$ cat config.mk
export PLATFORM = sky130hd
export DESIGN_NAME = wwdt_top
export DESIGN_NICKNAME = d
export VERILOG_FILES = /design/src/wwdt_pkg.sv /design/src/wwdt_cnt_if.sv /design/src/wwdt_counter.sv /design/src/wwdt_top.sv
export SDC_FILE = /design/constraint.sdc
export NUM_CORES = 1
export LEC_CHECK = 0
export ABC_AREA = 1
export BUFFER_PORTS_ARGS = -buffer_cell sky130_fd_sc_hd__buf_2
export CAP_MARGIN = 5
export CELL_PAD_IN_SITES_DETAIL_PLACEMENT = 1
export CELL_PAD_IN_SITES_GLOBAL_PLACEMENT = 2
export CORE_AREA = 8 8 154 156
export DETAILED_ROUTE_END_ITERATION = 6
export DIE_AREA = 0 0 162 164
export PLACE_DENSITY_LB_ADDON = 0.1
export SETUP_SLACK_MARGIN = 0.3
export SLEW_MARGIN = 20
export SYNTH_ARGS = -nofsm -noshare
export SYNTH_HDL_FRONTEND = slang
export SYNTH_SLANG_ARGS = --single-unit
$ cat constraint.sdc
create_clock -name ref_clk -period 18.5 [get_ports ref_clk]
set_input_delay 1.85 -clock ref_clk [delete_from_list [all_inputs] [get_ports ref_clk]]
set_output_delay 1.85 -clock ref_clk [all_outputs]
set_load 0.01 [all_outputs]
$ cat src/wwdt_pkg.sv
/*
 Shared constants of the windowed watchdog: register map, field layout,
 reset values and timing counts. Assumes a 250 MHz internal RC clock.
*/
package wwdt_pkg;
    localparam int          CLK_FREQ_HZ    = 250_000_000;
    localparam int          BASE_PERIOD_MS = 4;
    localparam int          BASE_CYCLES    = BASE_PERIOD_MS * (CLK_FREQ_HZ / 1000);
    localparam int          COUNT_STEPS    = 256;
    localparam int          TRIM_SCALE     = 64;
    localparam int          TRIM_W         = 6;
    localparam int          TAP_W          = 4;
    localparam int          PS_W           = 16;
    localparam int          CNT_W          = 8;
    localparam int          DIV_W          = 24;
    localparam logic [7:0]  WINDOW_THRESH  = 8'hc0;

    localparam logic [7:0]  ADDR_CONTROL   = 8'h00;
    localparam logic [7:0]  ADDR_CONFIG    = 8'h04;
    localparam logic [7:0]  ADDR_TRIM      = 8'h08;
    localparam logic [7:0]  ADDR_STATUS    = 8'h0c;
    localparam logic [7:0]  ADDR_MASK      = 8'h10;
    localparam logic [7:0]  ADDR_COUNT     = 8'h14;

    localparam int          CTL_SWEN_BIT   = 0;
    localparam int          CTL_WIN_BIT    = 1;
    localparam int          CFG_TAP_LSB    = 0;
    localparam int          CFG_EN_BIT     = 4;
    localparam int          CFG_WMODE_BIT  = 5;
    localparam int          CNT_PS_LSB     = 8;
    localparam int          ST_W           = 2;
    localparam int          ST_TIMEOUT_BIT = 0;
    localparam int          ST_EARLY_BIT   = 1;

    localparam logic [3:0]  CFG_TAP_RESET  = 4'h0;
    localparam logic        CFG_EN_RESET   = 1'b0;
    localparam logic        CFG_WMODE_RST  = 1'b1;
endpackage

$ cat src/wwdt_cnt_if.sv
/*
 Link between the watchdog control logic and its counter chain.
 Assumes both ends run on the same internal RC clock.
*/
`timescale 1ns/1ps
`default_nettype none
interface wwdt_cnt_if;
    logic        clr;
    logic        run;
    logic [3:0]  tap_sel;
    logic [23:0] tick_len;
    logic [7:0]  count;
    logic [15:0] ps;
    logic        expire;
    modport ctrl (output clr, run, tap_sel, tick_len,
                  input count, ps, expire);
    modport cnt  (input clr, run, tap_sel, tick_len,
                  output count, ps, expire);
endinterface
`default_nettype wire

$ cat src/wwdt_counter.sv
/*
 Counter chain: tick divider, 8-bit watchdog counter and 16-bit
 postscaler with a selectable expiry tap. Assumes the control side
 holds tick_len at one or more and pulses clr for one cycle.
*/
`timescale 1ns/1ps
`default_nettype none
module wwdt_counter (
    input  wire logic  ref_clk,
    input  wire logic  rst,
    wwdt_cnt_if.cnt    cif
);
    typedef struct packed {
        logic [23:0] div;
        logic [7:0]  cnt;
        logic [15:0] ps;
        logic        expire;
    } wwdt_cnt_state_t;

    wwdt_cnt_state_t state_ff;
    wwdt_cnt_state_t nxt_state;
    logic [16:0]     tap_span;
    logic [15:0]     tap_mask;

    always_comb begin
        tap_span = (17'h0_0001 << cif.tap_sel) - 17'h0_0001;
        tap_mask = tap_span[15:0];
        nxt_state = state_ff;
        nxt_state.expire = 1'b0;
        if (cif.clr || !cif.run) begin
            nxt_state.div = 24'h00_0000;
            nxt_state.cnt = 8'h00;
            nxt_state.ps  = 16'h0000;
        end else if (state_ff.div >= cif.tick_len - 24'h00_0001) begin
            nxt_state.div = 24'h00_0000;
            nxt_state.cnt = state_ff.cnt + 8'h01;
            if (state_ff.cnt == 8'hff) begin
                if (state_ff.ps == tap_mask) begin
                    nxt_state.expire = 1'b1;
                    nxt_state.ps = 16'h0000;
                end else begin
                    nxt_state.ps = state_ff.ps + 16'h0001;
                end
            end
        end else begin
            nxt_state.div = state_ff.div + 24'h00_0001;
        end
    end

    always_ff @(posedge ref_clk or posedge rst) begin
        if (rst) begin
            state_ff <= '0;
        end else begin
            state_ff <= nxt_state;
        end
    end

    assign cif.count  = state_ff.cnt;
    assign cif.ps     = state_ff.ps;
    assign cif.expire = state_ff.expire;
endmodule // wwdt_counter
`default_nettype wire

$ cat src/wwdt_top.sv
/*
 Windowed watchdog with APB register access, core event inputs, device
 reset output and a masked interrupt. Assumes the core event inputs and
 the APB master run on ref_clk, the internal RC oscillator clock.
*/
`timescale 1ns/1ps
`default_nettype none
module wwdt_top #(
    parameter int BASE_CYCLES = wwdt_pkg::BASE_CYCLES
) (
    input  wire logic        ref_clk,
    input  wire logic        rst,
    input  wire logic [7:0]  paddr,
    input  wire logic        psel,
    input  wire logic        penable,
    input  wire logic        pwrite,
    input  wire logic [31:0] pwdata,
    output logic      [31:0] prdata,
    output logic             pready,
    output logic             pslverr,
    input  wire logic        watchdog_kick_instr,
    input  wire logic        sleep_instr,
    input  wire logic        clock_fail,
    input  wire logic [2:0]  intosc_freq_select,
    output logic             rc_osc_enable,
    output logic             device_reset,
    output logic             expiry_status_flag,
    output logic             sleep_entry_flag,
    output logic             irq
);
    localparam int TICK_BASE = BASE_CYCLES / wwdt_pkg::COUNT_STEPS;

    typedef struct packed {
        logic        sw_en;
        logic [3:0]  tap;
        logic        cfg_en;
        logic        wmode;
        logic [5:0]  trim;
        logic [1:0]  status;
        logic [1:0]  mask;
        logic [2:0]  prev_fsel;
        logic        osc_en;
        logic        dev_rst;
        logic        to_flag;
        logic        pd_flag;
        logic        irq;
        logic        pready;
        logic        pslverr;
        logic [31:0] prdata;
    } wwdt_state_t;

    wwdt_state_t state_ff;
    wwdt_state_t nxt_state;
    wwdt_cnt_if  cif ();

    logic        active;
    logic        win_open;
    logic        early_kick;
    logic        timeout;
    logic        wr_done;
    logic        rd_load;
    logic        mapped;
    logic [31:0] rd_word;
    logic [1:0]  st_set;
    int          tick_calc;

    wwdt_counter u_counter (
        .ref_clk (ref_clk),
        .rst     (rst),
        .cif     (cif)
    );

    always_comb begin
        tick_calc = TICK_BASE
            + (TICK_BASE / wwdt_pkg::TRIM_SCALE) * $signed(state_ff.trim);
        if (tick_calc < 1) begin
            tick_calc = 1;
        end
    end

    // Configuration enable forces the watchdog on; software can only add.
    assign active   = state_ff.cfg_en | state_ff.sw_en;
    assign win_open = cif.count >= wwdt_pkg::WINDOW_THRESH;
    assign early_kick = watchdog_kick_instr && active && !state_ff.wmode
        && !win_open;
    assign timeout  = cif.expire && active;

    // A frequency select change clears the chain, since the tick would lie.
    assign cif.clr = watchdog_kick_instr | sleep_instr | clock_fail
        | (intosc_freq_select != state_ff.prev_fsel)
        | state_ff.dev_rst;
    assign cif.run = active;
    assign cif.tap_sel = state_ff.tap;
    assign cif.tick_len = tick_calc[23:0];

    // One wait state: data is fetched on the first access edge.
    assign rd_load = psel && penable && !state_ff.pready;
    assign wr_done = psel && penable && state_ff.pready && pwrite;
    assign mapped  = (paddr == wwdt_pkg::ADDR_CONTROL)
        || (paddr == wwdt_pkg::ADDR_CONFIG)
        || (paddr == wwdt_pkg::ADDR_TRIM)
        || (paddr == wwdt_pkg::ADDR_STATUS)
        || (paddr == wwdt_pkg::ADDR_MASK)
        || (paddr == wwdt_pkg::ADDR_COUNT);

    always_comb begin
        rd_word = 32'h0000_0000;
        case (paddr)
            wwdt_pkg::ADDR_CONTROL: begin
                rd_word[wwdt_pkg::CTL_SWEN_BIT] = state_ff.sw_en;
                rd_word[wwdt_pkg::CTL_WIN_BIT]  = win_open;
            end
            wwdt_pkg::ADDR_CONFIG: begin
                rd_word[wwdt_pkg::CFG_TAP_LSB +: wwdt_pkg::TAP_W] =
                    state_ff.tap;
                rd_word[wwdt_pkg::CFG_EN_BIT]    = state_ff.cfg_en;
                rd_word[wwdt_pkg::CFG_WMODE_BIT] = state_ff.wmode;
            end
            wwdt_pkg::ADDR_TRIM: begin
                rd_word[wwdt_pkg::TRIM_W-1:0] = state_ff.trim;
            end
            wwdt_pkg::ADDR_STATUS: begin
                rd_word[wwdt_pkg::ST_W-1:0] = state_ff.status;
            end
            wwdt_pkg::ADDR_MASK: begin
                rd_word[wwdt_pkg::ST_W-1:0] = state_ff.mask;
            end
            wwdt_pkg::ADDR_COUNT: begin
                rd_word[wwdt_pkg::CNT_W-1:0] = cif.count;
                rd_word[wwdt_pkg::CNT_PS_LSB +: wwdt_pkg::PS_W] = cif.ps;
            end
            default: begin
                rd_word = 32'h0000_0000;
            end
        endcase
    end

    always_comb begin
        st_set = 2'b00;
        st_set[wwdt_pkg::ST_TIMEOUT_BIT] = timeout;
        st_set[wwdt_pkg::ST_EARLY_BIT]   = early_kick;
        nxt_state = state_ff;
        nxt_state.prev_fsel = intosc_freq_select;
        nxt_state.osc_en  = active;
        nxt_state.dev_rst = timeout | early_kick;
        nxt_state.pready  = rd_load;
        if (rd_load) begin
            nxt_state.prdata  = mapped ? rd_word : 32'h0000_0000;
            nxt_state.pslverr = !mapped;
        end else begin
            nxt_state.pslverr = 1'b0;
        end
        if (wr_done) begin
            case (paddr)
                wwdt_pkg::ADDR_CONTROL: begin
                    nxt_state.sw_en = pwdata[wwdt_pkg::CTL_SWEN_BIT];
                end
                wwdt_pkg::ADDR_CONFIG: begin
                    nxt_state.tap =
                        pwdata[wwdt_pkg::CFG_TAP_LSB +: wwdt_pkg::TAP_W];
                    nxt_state.cfg_en = pwdata[wwdt_pkg::CFG_EN_BIT];
                    nxt_state.wmode  = pwdata[wwdt_pkg::CFG_WMODE_BIT];
                end
                wwdt_pkg::ADDR_TRIM: begin
                    nxt_state.trim = pwdata[wwdt_pkg::TRIM_W-1:0];
                end
                wwdt_pkg::ADDR_STATUS: begin
                    nxt_state.status = state_ff.status
                        & ~pwdata[wwdt_pkg::ST_W-1:0];
                end
                wwdt_pkg::ADDR_MASK: begin
                    nxt_state.mask = pwdata[wwdt_pkg::ST_W-1:0];
                end
                default: begin
                    nxt_state.mask = state_ff.mask;
                end
            endcase
        end
        // New events win over a same-cycle write-one clear.
        nxt_state.status = nxt_state.status | st_set;
        if (sleep_instr) begin
            nxt_state.pd_flag = 1'b0;
        end
        if (timeout) begin
            nxt_state.to_flag = 1'b0;
        end
        if (watchdog_kick_instr) begin
            nxt_state.to_flag = 1'b1;
            nxt_state.pd_flag = 1'b1;
        end
        nxt_state.irq = |(nxt_state.status & nxt_state.mask);
    end

    always_ff @(posedge ref_clk or posedge rst) begin
        if (rst) begin
            state_ff <= '0;
            state_ff.tap     <= wwdt_pkg::CFG_TAP_RESET;
            state_ff.cfg_en  <= wwdt_pkg::CFG_EN_RESET;
            state_ff.wmode   <= wwdt_pkg::CFG_WMODE_RST;
            state_ff.to_flag <= 1'b1;
            state_ff.pd_flag <= 1'b1;
        end else begin
            state_ff <= nxt_state;
        end
    end

    assign prdata             = state_ff.prdata;
    assign pready             = state_ff.pready;
    assign pslverr            = state_ff.pslverr;
    assign rc_osc_enable      = state_ff.osc_en;
    assign device_reset       = state_ff.dev_rst;
    assign expiry_status_flag = state_ff.to_flag;
    assign sleep_entry_flag   = state_ff.pd_flag;
    assign irq                = state_ff.irq;
endmodule // wwdt_top
`default_nettype wire

==> impl_metrics.py, run 1 <==
metrics = {
    "synthesis": {
        "synth.most_common_cell": "nand2_1",
        "synth_compound_area_frac": 0.0897,
        "ys_warn_count": 0,
        "synth_xor_area_frac": 0.0387,
        "synth-edff-count": 0,
        "synth-simple-area-share": 0.299,
        "synth_top_family_by_area": "simple AND/OR/NAND/NOR gates",
        "avgSynthCellArea_um2": 7.36,
        "yosys.area.top_type": "dfrtp_1",
        "synthesis.instances": 1047,
        "syn_area_mm2": 0.00770,
        "async_flop_share": 1.00,
        "synth_top_area_share": 0.315,
        "ys_types": 53,
        "synthMuxAreaShare": 0,
        "ys_seq_elements": 100,
        "synth_fa_ha_area_frac": 0.121,
        "synthTopCellsByArea": "dfrtp_1 (32%), nand2_1 (13%), ha_1 (9.7%)",
        "synth-main-ff-cell": "dfrtp_1",
        "ys_top_cells_by_count": "nand2_1 (270), inv_1 (159), dfrtp_1 (97)",
        "yosysSeqAreaShare": 0.325,
    },
    "drt": {
        "vias_per_cell": 4.84,
        "dr.first_iter.drc_count": 296,
        "drc_errors": 0,
        "drt.antenna.violating_nets": 0,
        "firstDrtPassIters": 5,
        "routedWlPerCell_um": 15.7,
        "via_count": 6583,
        "drt_wl_total_um": 21300,
    },
    "floorplanning": {
        "rows": 54,
        "initial_core_util": 0.361,
        "die_h_um": 164,
        "core_mm2": 0.0214,
        "pin_count": 90,
        "dieWidth_um": 162,
        "dieArea_mm2": 0.0266,
    },
    "global_route": {
        "grt_use_total": 0.168,
        "grt_overflow_total": 0,
        "grt_start_max_net_pins": 60,
        "grt_pass1_wl_um": 36100,
        "grt_pass1_vias": 7018,
        "antenna_found_initial": 0,
        "gr-usage-met1": 0.217,
        "grt_use_met3": 0.0228,
        "grt_busiest_layer": "met2",
        "grt_use_met2": 0.294,
    },
    "cts": {
        "clock_sinks": 100,
        "hold_buffers": 0,
        "cts_resized": 0,
        "htree_levels": 3,
        "cts_root_buffer": "clkbuf_16",
        "cts_tree": "yes",
        "postCtsSetupBuffers": 0,
        "worstSkewPairLatency_ps": 360,
        "cts_buffer_depth": 2,
        "clk_pin_slew_ps": 70,
        "cts_buffers": 9,
    },
    "sta": {
        "rsz0062_at_grt": "false",
        "fin_tns_setup_ps": 0,
        "finalHoldViolations": 0,
        "tightest_slew_ps": 949,
        "period_share": 0.461,
        "fmax_mhz": 117,
        "relSlewSlack": 0.368,
        "clock_skew_ps": 14.2,
        "drv_slew": 0,
        "setup_viol_count_final": 0,
        "finalCriticalPeriod_ps": 8530,
    },
    "setup_path": {
        "slowest_stage": "a21oi_2",
        "cp.required_ps": 18790,
        "cp-start-kind": "flip-flop",
        "worstSetupPathType": "reg -> reg",
        "cp_max_fo": 18,
        "cpPeakStageDelay_ps": 940,
        "reg2reg_slack_ps": 9970,
        "setup.worst_path.end_class": "flip-flop",
        "r2r_end": "u_counter.cif.ps[4]",
        "rr_worst_depth": 38,
        "cp.arrival_ps": 8820,
        "r2r_start": "state_ff[47]",
        "crit_top_cell": "inv_1",
    },
    "placed_design": {
        "place_hpwl_um": 17100,
        "gp_congestion": 0.804,
        "io_buffers": 55,
    },
    "layout": {
        "post-route-util": 0.392,
        "nets": 1194,
        "drive_above_1_share": 0.110,
        "syn_to_final_growth_pct": 8.69,
        "n_antenna_cell": 0,
    },
    "hold_path": {
        "worstHoldStart": "u_counter.state_ff[25]",
        "min_path_cells": 1,
        "hp-class": "reg -> reg",
        "min_to": "u_counter.state_ff[25]",
    },
    "power": {
        "p_leak_nw": 4.35,
        "power.density_mw_per_mm2": 54.4,
        "peakVddDrop_mv": 0.0394,
    },
    "outcome": {
        "status": "complete, no violations",
    },
    "job": {
        "drv_cap": 0,
    },
}
## flip-flops by register name (all words and copies together), names as in the netlist
signal / flops
prdata: 24
u_counter.state_ff: 24
state_ff: 16
u_counter.cif.ps: 16
u_counter.cif.count: 8
cif.tap_sel: 4
device_reset: 1
expiry_status_flag: 1
irq: 1
pready: 1
pslverr: 1
rc_osc_enable: 1
sleep_entry_flag: 1
u_counter.cif.expire: 1
## cells by family after synthesis
kind of cell | count (synthesis)
compound gates | 116
xor+xnor | 34
fa+ha+maj | 69
buf+inv | 218
flops | 100
other cells | 1
simple gates | 509
## cell usage in the layout, fill, tap and decap left out, types with 8 or more instances in the layout
cell	count
nand3_1	75
nand2_1	270
xor2_1	29
a21oi_1	29
fa_1	9
nor2_1	82
o21ai_0	43
clkbuf_16	9
buf_2	55
ha_1	60
dfrtp_1	97
o31ai_1	17
inv_1	158
conb_1	8
nor3_1	18
nand4_1	16
nand3_2	8
## metrics by stage
step	std cells	worst slack, ps	power (mW)	instance area [um2]	hold slack, ps
floorplan	1054	11550	0.241	7730	432
global placement	1343	9950	0.249	8050	454
detailed placement	1343	9810	0.249	8050	455
CTS	1359	9800	0.464	8370	469
global route	1359	9170	0.473	8370	477
finish	1359	9970	0.456	8370	463
## how the worst max path moves through the flow
| stage | start | slack [ps] | end | depth (start not counted) |
|---|---|---|---|---|
| floorplan | state_ff[47] | 11550 | u_counter.cif.ps[5] | 47 |
| global placement | state_ff[47] | 9950 | u_counter.cif.ps[10] | 41 |
| detailed placement | state_ff[47] | 9810 | u_counter.cif.ps[4] | 41 |
| CTS | state_ff[47] | 9800 | u_counter.cif.ps[4] | 41 |
| global route | state_ff[47] | 9170 | u_counter.cif.ps[4] | 45 |
| finish | state_ff[47] | 9970 | u_counter.cif.ps[4] | 38 |
## per-layer routing
metal / share of wire / wire length, um
met1: 0.48 / 10300
met2: 0.49 / 10400
met3: 0.015 / 318
met4: 0.012 / 252
met5: 0 / 0
## power by group
| part | leakage (nW) | internal, mW | switching [mW] |
|---|---|---|---|
| Sequential | 1.37 | 0.220 | 0.000641 |
| Clock | 0.158 | 0.120 | 0.0916 |
| Combinational | 2.82 | 0.00641 | 0.0175 |
## worst max-delay path, delay by kind of cell, from the launching register on
kind / cells / cell delay (ps)
flip-flops: 1 / 410
AND/OR/NAND/NOR: 17 / 2480
buffers and inverters: 8 / 830
adder cells (fa/ha/maj): 8 / 3180
AO/OA/AOI/OAI: 5 / 1550
## final cells by class
cell class	count	area [um2]
Inverter	169	641
Sequential cell	100	2510
Fill cell	2747	13000
Tap cell	280	350
Timing Repair Buffer	58	298
Multi-Input combinational cell	736	4250
Clock buffer	9	225
Clock inverter	7	97.6
Note: power is estimated with default switching activity, not from simulation.
==> inputs of run 2 (changes only) <==
CORE_AREA = 8 8 160 162   (was 8 8 154 156)
DIE_AREA = 0 0 168 170   (was 0 0 162 164)
clock period = 8.3 ns   (was 18.5 ns; I/O delays follow)
==> run 2 against run 1 <==
  * Global-route usage fell by 0.73 points
  * Final cell count up 1.7%
  * Core utilization decreased by 2.3 points
  * Clock-buffer cell count grew 3
  * Combinational power rose by 120%
  * Register-to-register slack lost 9000 ps
  * Sequential cell count is the same
  * Sequential share of layout area fell by 0.46 points
  * First-iteration DRC count down 6.8%
  * Critical path depth grew 2
  * Sequential power up 120%
  * Hold slack improved by 1.7 ps
  * Highest routed layer unchanged
==> impl_metrics.py, run 2 (same netlist as run 1, synthesis figures left out) <==
metrics = {
    "sta": {
        "drv_slew": 0,
        "clock_skew_ps": 16.3,
        "setup_slack_ps": 957,
        "tightest_slew_ps": 1120,
        "period_share": 0.885,
        "fin_tns_setup_ps": 0,
        "finalCriticalPeriod_ps": 7340,
        "whs_ps": 464,
        "finalHoldViolations": 0,
        "fmax_mhz": 136,
        "setup_viol_count_final": 0,
        "relSlewSlack": 0.251,
        "rsz0062_at_grt": "false",
    },
    "power": {
        "peakVddDrop_mv": 0.0962,
        "power.total_mw": 0.964,
        "power.density_mw_per_mm2": 113,
        "p_leak_nw": 4.43,
    },
    "job": {
        "drv_cap": 0,
    },
    "hold_path": {
        "min_to": "u_counter.state_ff[25]",
        "min_path_cells": 1,
        "worstHoldStart": "u_counter.state_ff[25]",
        "hp-class": "reg -> reg",
    },
    "placed_design": {
        "dpl_cell_area_mm2": 0.00811,
        "io_buffers": 55,
        "place_hpwl_um": 17700,
        "dp_cells": 1359,
        "gp_congestion": 0.808,
        "dp_worst_setup_slack_ps": 403,
    },
    "global_route": {
        "grt_pass1_wl_um": 37100,
        "grt_use_total": 0.161,
        "grt_pass1_vias": 7044,
        "antenna_found_initial": 0,
        "grt_start_max_net_pins": 56,
        "grt_overflow_total": 0,
    },
    "floorplanning": {
        "core_mm2": 0.0231,
        "initial_core_util": 0.334,
        "dieArea_mm2": 0.0286,
        "pin_count": 90,
        "rows": 56,
        "die_h_um": 170,
        "dieWidth_um": 168,
    },
    "setup_path": {
        "cp_max_fo": 10,
        "worstSetupPathType": "reg -> reg",
        "reg2reg_slack_ps": 960,
        "cp.arrival_ps": 7590,
        "r2r_end": "u_counter.cif.ps[1]",
        "setup.worst_path.end_class": "flip-flop",
        "cp-start-kind": "flip-flop",
        "slowest_stage": "fa_1",
        "r2r_start": "state_ff[46]",
        "cp.required_ps": 8550,
        "rr_worst_depth": 40,
        "cpPeakStageDelay_ps": 560,
        "crit_top_cell": "inv_1",
    },
    "drt": {
        "drt_wl_total_um": 22100,
        "via_count": 6631,
        "drt.antenna.violating_nets": 0,
        "dr.first_iter.drc_count": 276,
        "firstDrtPassIters": 4,
        "vias_per_cell": 4.80,
        "routedWlPerCell_um": 16.0,
        "drc_errors": 0,
    },
    "layout": {
        "final_common_cell": "nand2_1",
        "final.fill_count": 2890,
        "nets": 1208,
        "design_area_mm2": 0.00850,
        "n_antenna_cell": 0,
        "mostFrequentLayoutCells": "nand2_1 (268), inv_1 (156), dfrtp_1 (96)",
        "post-route-util": 0.369,
        "drive_above_1_share": 0.128,
        "layoutNonFillerInstCount": 1382,
        "syn_to_final_growth_pct": 10.4,
    },
    "cts": {
        "cts_buffer_depth": 2,
        "cts_buffers": 9,
        "htree_levels": 3,
        "cts_tree": "yes",
        "cts_root_buffer": "clkbuf_16",
        "hold_buffers": 0,
        "clock_sinks": 100,
        "clk_pin_slew_ps": 70,
        "worstSkewPairLatency_ps": 360,
    },
    "outcome": {
        "status": "complete, no violations",
    },
}
[run 2: changes by cell type in the layout (fill, tap and decap cells not counted), sizes merged]
cell	change
bufinv	-2
clkbuf	+3
inv	-3
buf	+13
clkinv	+1
clkinvlp	+1
[run 2: per-layer routing]
layer | GRT usage | vias up | wire length, um
li1 | - | 3412 | -
met1 | 0.209 | 3154 | 10900
met2 | 0.282 | 54 | 10700
met3 | 0.0185 | 11 | 370
met4 | 0.0353 | 0 | 204
met5 | 0 | - | 0
[run 2: final cells by class]
| cell class | instances | area, um2 | area share |
|---|---|---|---|
| Clock inverter | 3 | 22.5 | 0.00265 |
| Tap cell | 290 | 363 | 0.0427 |
| Inverter | 169 | 652 | 0.0767 |
| Clock buffer | 12 | 256 | 0.0302 |
| Sequential cell | 100 | 2510 | 0.295 |
| Multi-Input combinational cell | 736 | 4290 | 0.504 |
| Timing Repair Buffer | 71 | 408 | 0.0480 |
| Timing Repair inverter | 1 | 7.51 | 0.000883 |
[run 2: worst max-delay path by stage]
stage                             from              endpoint  slack [ps]  cells after the start
final                     state_ff[46]   u_counter.cif.ps[1]         960                     40
after global routing      state_ff[46]   u_counter.cif.ps[6]         300                     41
after CTS                 state_ff[46]  u_counter.cif.ps[11]         420                     36
after detailed placement  state_ff[46]  u_counter.cif.ps[11]         400                     43
after global placement    state_ff[46]   u_counter.cif.ps[3]         440                     36
after floorplan           state_ff[47]   u_counter.cif.ps[5]        1350                     47
[run 2: critical path, delay by kind of cell (launching register included)]
family | cells | cell delay, ps
fa+ha+maj | 8 | 3150
simple gates | 18 | 2300
buf+inv | 10 | 920
compound gates | 4 | 470
flops | 1 | 380
[run 2: timing repair]
action | in CTS | in global routing
resized for setup | 0 | 17
setup endpoints to repair | 0 | 49
endpoints found under the hold margin | 0 | 0
setup buffers | 0 | 7
[run 2: where the power goes]
group          leakage, nW  total [mW]  switching, mW  internal (mW)
clock                0.139       0.419          0.199          0.220
sequential            1.37       0.491        0.00154          0.490
combinational         2.92      0.0536         0.0392         0.0144
total                 4.43       0.964          0.240          0.724
==> inputs of run 3 (changes only) <==
CORE_AREA = 8 8 154 156   (was 8 8 160 162)
DIE_AREA = 0 0 162 164   (was 0 0 168 170)
clock period = 9.1 ns   (was 8.3 ns; I/O delays follow)
==> run 3 against run 2 <==
  * Register-to-register slack better by 140 ps
  * Critical endpoint is now u_counter.state_ff[35]
  * First-iteration DRC count is 16% lower
  * Power is 1.9% lower
  * Clock power is 7.2% higher
  * Final cell count is 1.3% lower
  * Critical path depth is 2 lower
  * Hold slack better by 3.1 ps
  * Core utilization is 2.7 points higher
  * Sequential cell count stayed put
  * Sequential share of layout area is 0.18 points higher
  * Routed wire length is 2.3% lower
==> impl_metrics.py, run 3 (same netlist as run 1, synthesis figures left out) <==
metrics = {
    "setup_path": {
        "cp.arrival_ps": 8260,
        "cp_max_fo": 23,
        "cpPeakStageDelay_ps": 580,
        "setup.worst_path.end_class": "flip-flop",
        "crit_top_cell": "inv_1",
        "slowest_stage": "fa_1",
        "cp.required_ps": 9360,
        "cp-start-kind": "flip-flop",
        "worstSetupPathType": "reg -> reg",
    },
    "layout": {
        "final_common_cell": "nand2_1",
        "layoutNonFillerInstCount": 1364,
        "n_antenna_cell": 0,
        "post-route-util": 0.396,
        "design_area_mm2": 0.00845,
        "nets": 1199,
        "syn_to_final_growth_pct": 9.72,
        "drive_above_1_share": 0.116,
        "mostFrequentLayoutCells": "nand2_1 (270), inv_1 (158), dfrtp_1 (97)",
    },
    "power": {
        "p_int_mw": 0.725,
        "power.density_mw_per_mm2": 112,
        "p_leak_nw": 4.39,
        "p_seq_frac": 0.474,
        "p_sw_mw": 0.220,
        "netSwitchingFraction": 0.233,
        "peakVddDrop_mv": 0.0848,
        "combPwrFrac": 0.052,
        "clock_power_share": 0.474,
    },
    "drt": {
        "via_count": 6643,
        "drc_errors": 0,
        "vias_per_cell": 4.87,
        "routedWlPerCell_um": 15.9,
        "dr.first_iter.drc_count": 232,
        "firstDrtPassIters": 5,
        "drt.antenna.violating_nets": 0,
        "drt_wl_total_um": 21600,
    },
    "global_route": {
        "grt_start_max_net_pins": 57,
        "antenna_found_initial": 0,
        "grt_pass1_vias": 7060,
        "grt_overflow_total": 0,
        "grt_use_total": 0.169,
        "grt_pass1_wl_um": 36300,
    },
    "cts": {
        "hold_buffers": 0,
        "clk_pin_slew_ps": 70,
        "worstSkewPairLatency_ps": 350,
        "cts_buffer_depth": 2,
        "cts_root_buffer": "clkbuf_16",
        "cts_tree": "yes",
        "clock_sinks": 100,
        "htree_levels": 3,
        "cts_buffers": 9,
    },
    "sta": {
        "fmax_mhz": 125,
        "relSlewSlack": 0.505,
        "finalCriticalPeriod_ps": 8000,
        "fin_tns_setup_ps": 0,
        "setup_viol_count_final": 0,
        "period_share": 0.879,
        "rsz0062_at_grt": "false",
        "drv_slew": 0,
        "finalHoldViolations": 0,
        "tightest_slew_ps": 743,
        "clock_skew_ps": 11.4,
    },
    "floorplanning": {
        "initial_core_util": 0.361,
        "dieArea_mm2": 0.0266,
        "core_mm2": 0.0214,
        "dieWidth_um": 162,
        "rows": 54,
        "pin_count": 90,
        "die_h_um": 164,
    },
    "hold_path": {
        "hp-class": "reg -> reg",
    },
    "job": {
        "drv_cap": 0,
    },
    "outcome": {
        "status": "complete, no violations",
    },
    "placed_design": {
        "gp_congestion": 0.825,
        "dpl_cell_area_mm2": 0.00806,
        "io_buffers": 55,
        "place_hpwl_um": 17400,
        "dp_cells": 1344,
    },
}
run 3: changes by cell type in the layout (fill, tap and decap cells not counted), sizes merged:
cell / before / now
inv: 164 / 166
buf: 71 / 63
clkinvlp: 2 / 1
clkinv: 7 / 4
bufinv: 0 / 2
run 3: worst max-delay path: cells and delay by family (launching register included):
kind / cells / cell delay, ps
compound gates: 4 / 600
fa+ha+maj: 8 / 3190
buf+inv: 9 / 1050
flops: 1 / 420
simple gates: 17 / 2640
run 3: power groups by stage:
stage | Combinational [mW] | Sequential (mW) | Clock [mW]
floorplan | 0.0331 | 0.457 | 0
global placement | 0.0495 | 0.457 | 0
detailed placement | 0.0502 | 0.457 | 0
CTS | 0.0503 | 0.448 | 0.465
global route | 0.0562 | 0.448 | 0.478
finish | 0.0489 | 0.448 | 0.449
run 3: layout make-up:
cell class,instances,area [um2]
Clock buffer,12,267
Clock inverter,4,77.6
Fill cell,2751,12900
Inverter,169,644
Multi-Input combinational cell,736,4270
Sequential cell,100,2510
Tap cell,280,350
Timing Repair Buffer,63,335
run 3: per-layer routing:
metal	track usage	up-vias	wire, um
li1	-	3372	-
met1	0.217	3197	10400
met2	0.299	61	10700
met3	0.0218	13	338
met4	0.0349	0	180
met5	0	-	0
run 3: what timing repair did:
action / CTS / global route
resized for setup: 0 / 4
setup endpoints to repair: 0 / 42
setup buffers: 0 / 4
hold endpoints to repair: 0 / 0
run 3: path summary, 6_finish.rpt:
check / slack [ps] / depth (start not counted) / start / end
hold reg to reg: 470 / 2 / expiry_status_flag / expiry_status_flag
max in group asynchronous: 7300 / 3 / rst / state_ff[53]
setup reg to reg: 1100 / 38 / state_ff[47] / u_counter.state_ff[35]
hold / removal: 470 / 2 / expiry_status_flag / expiry_status_flag
min in group asynchronous: 630 / 2 / rst / u_counter.cif.ps[11]
setup / recovery: 1100 / 38 / state_ff[47] / u_counter.state_ff[35]
run 3: metrics by stage:
stage	hold WS, ps	power, mW	setup WS [ps]
after floorplan	432	0.490	2150
final	467	0.945	1100
after global routing	484	0.983	325
after detailed placement	455	0.507	555
after global placement	447	0.506	717
after CTS	470	0.963	552
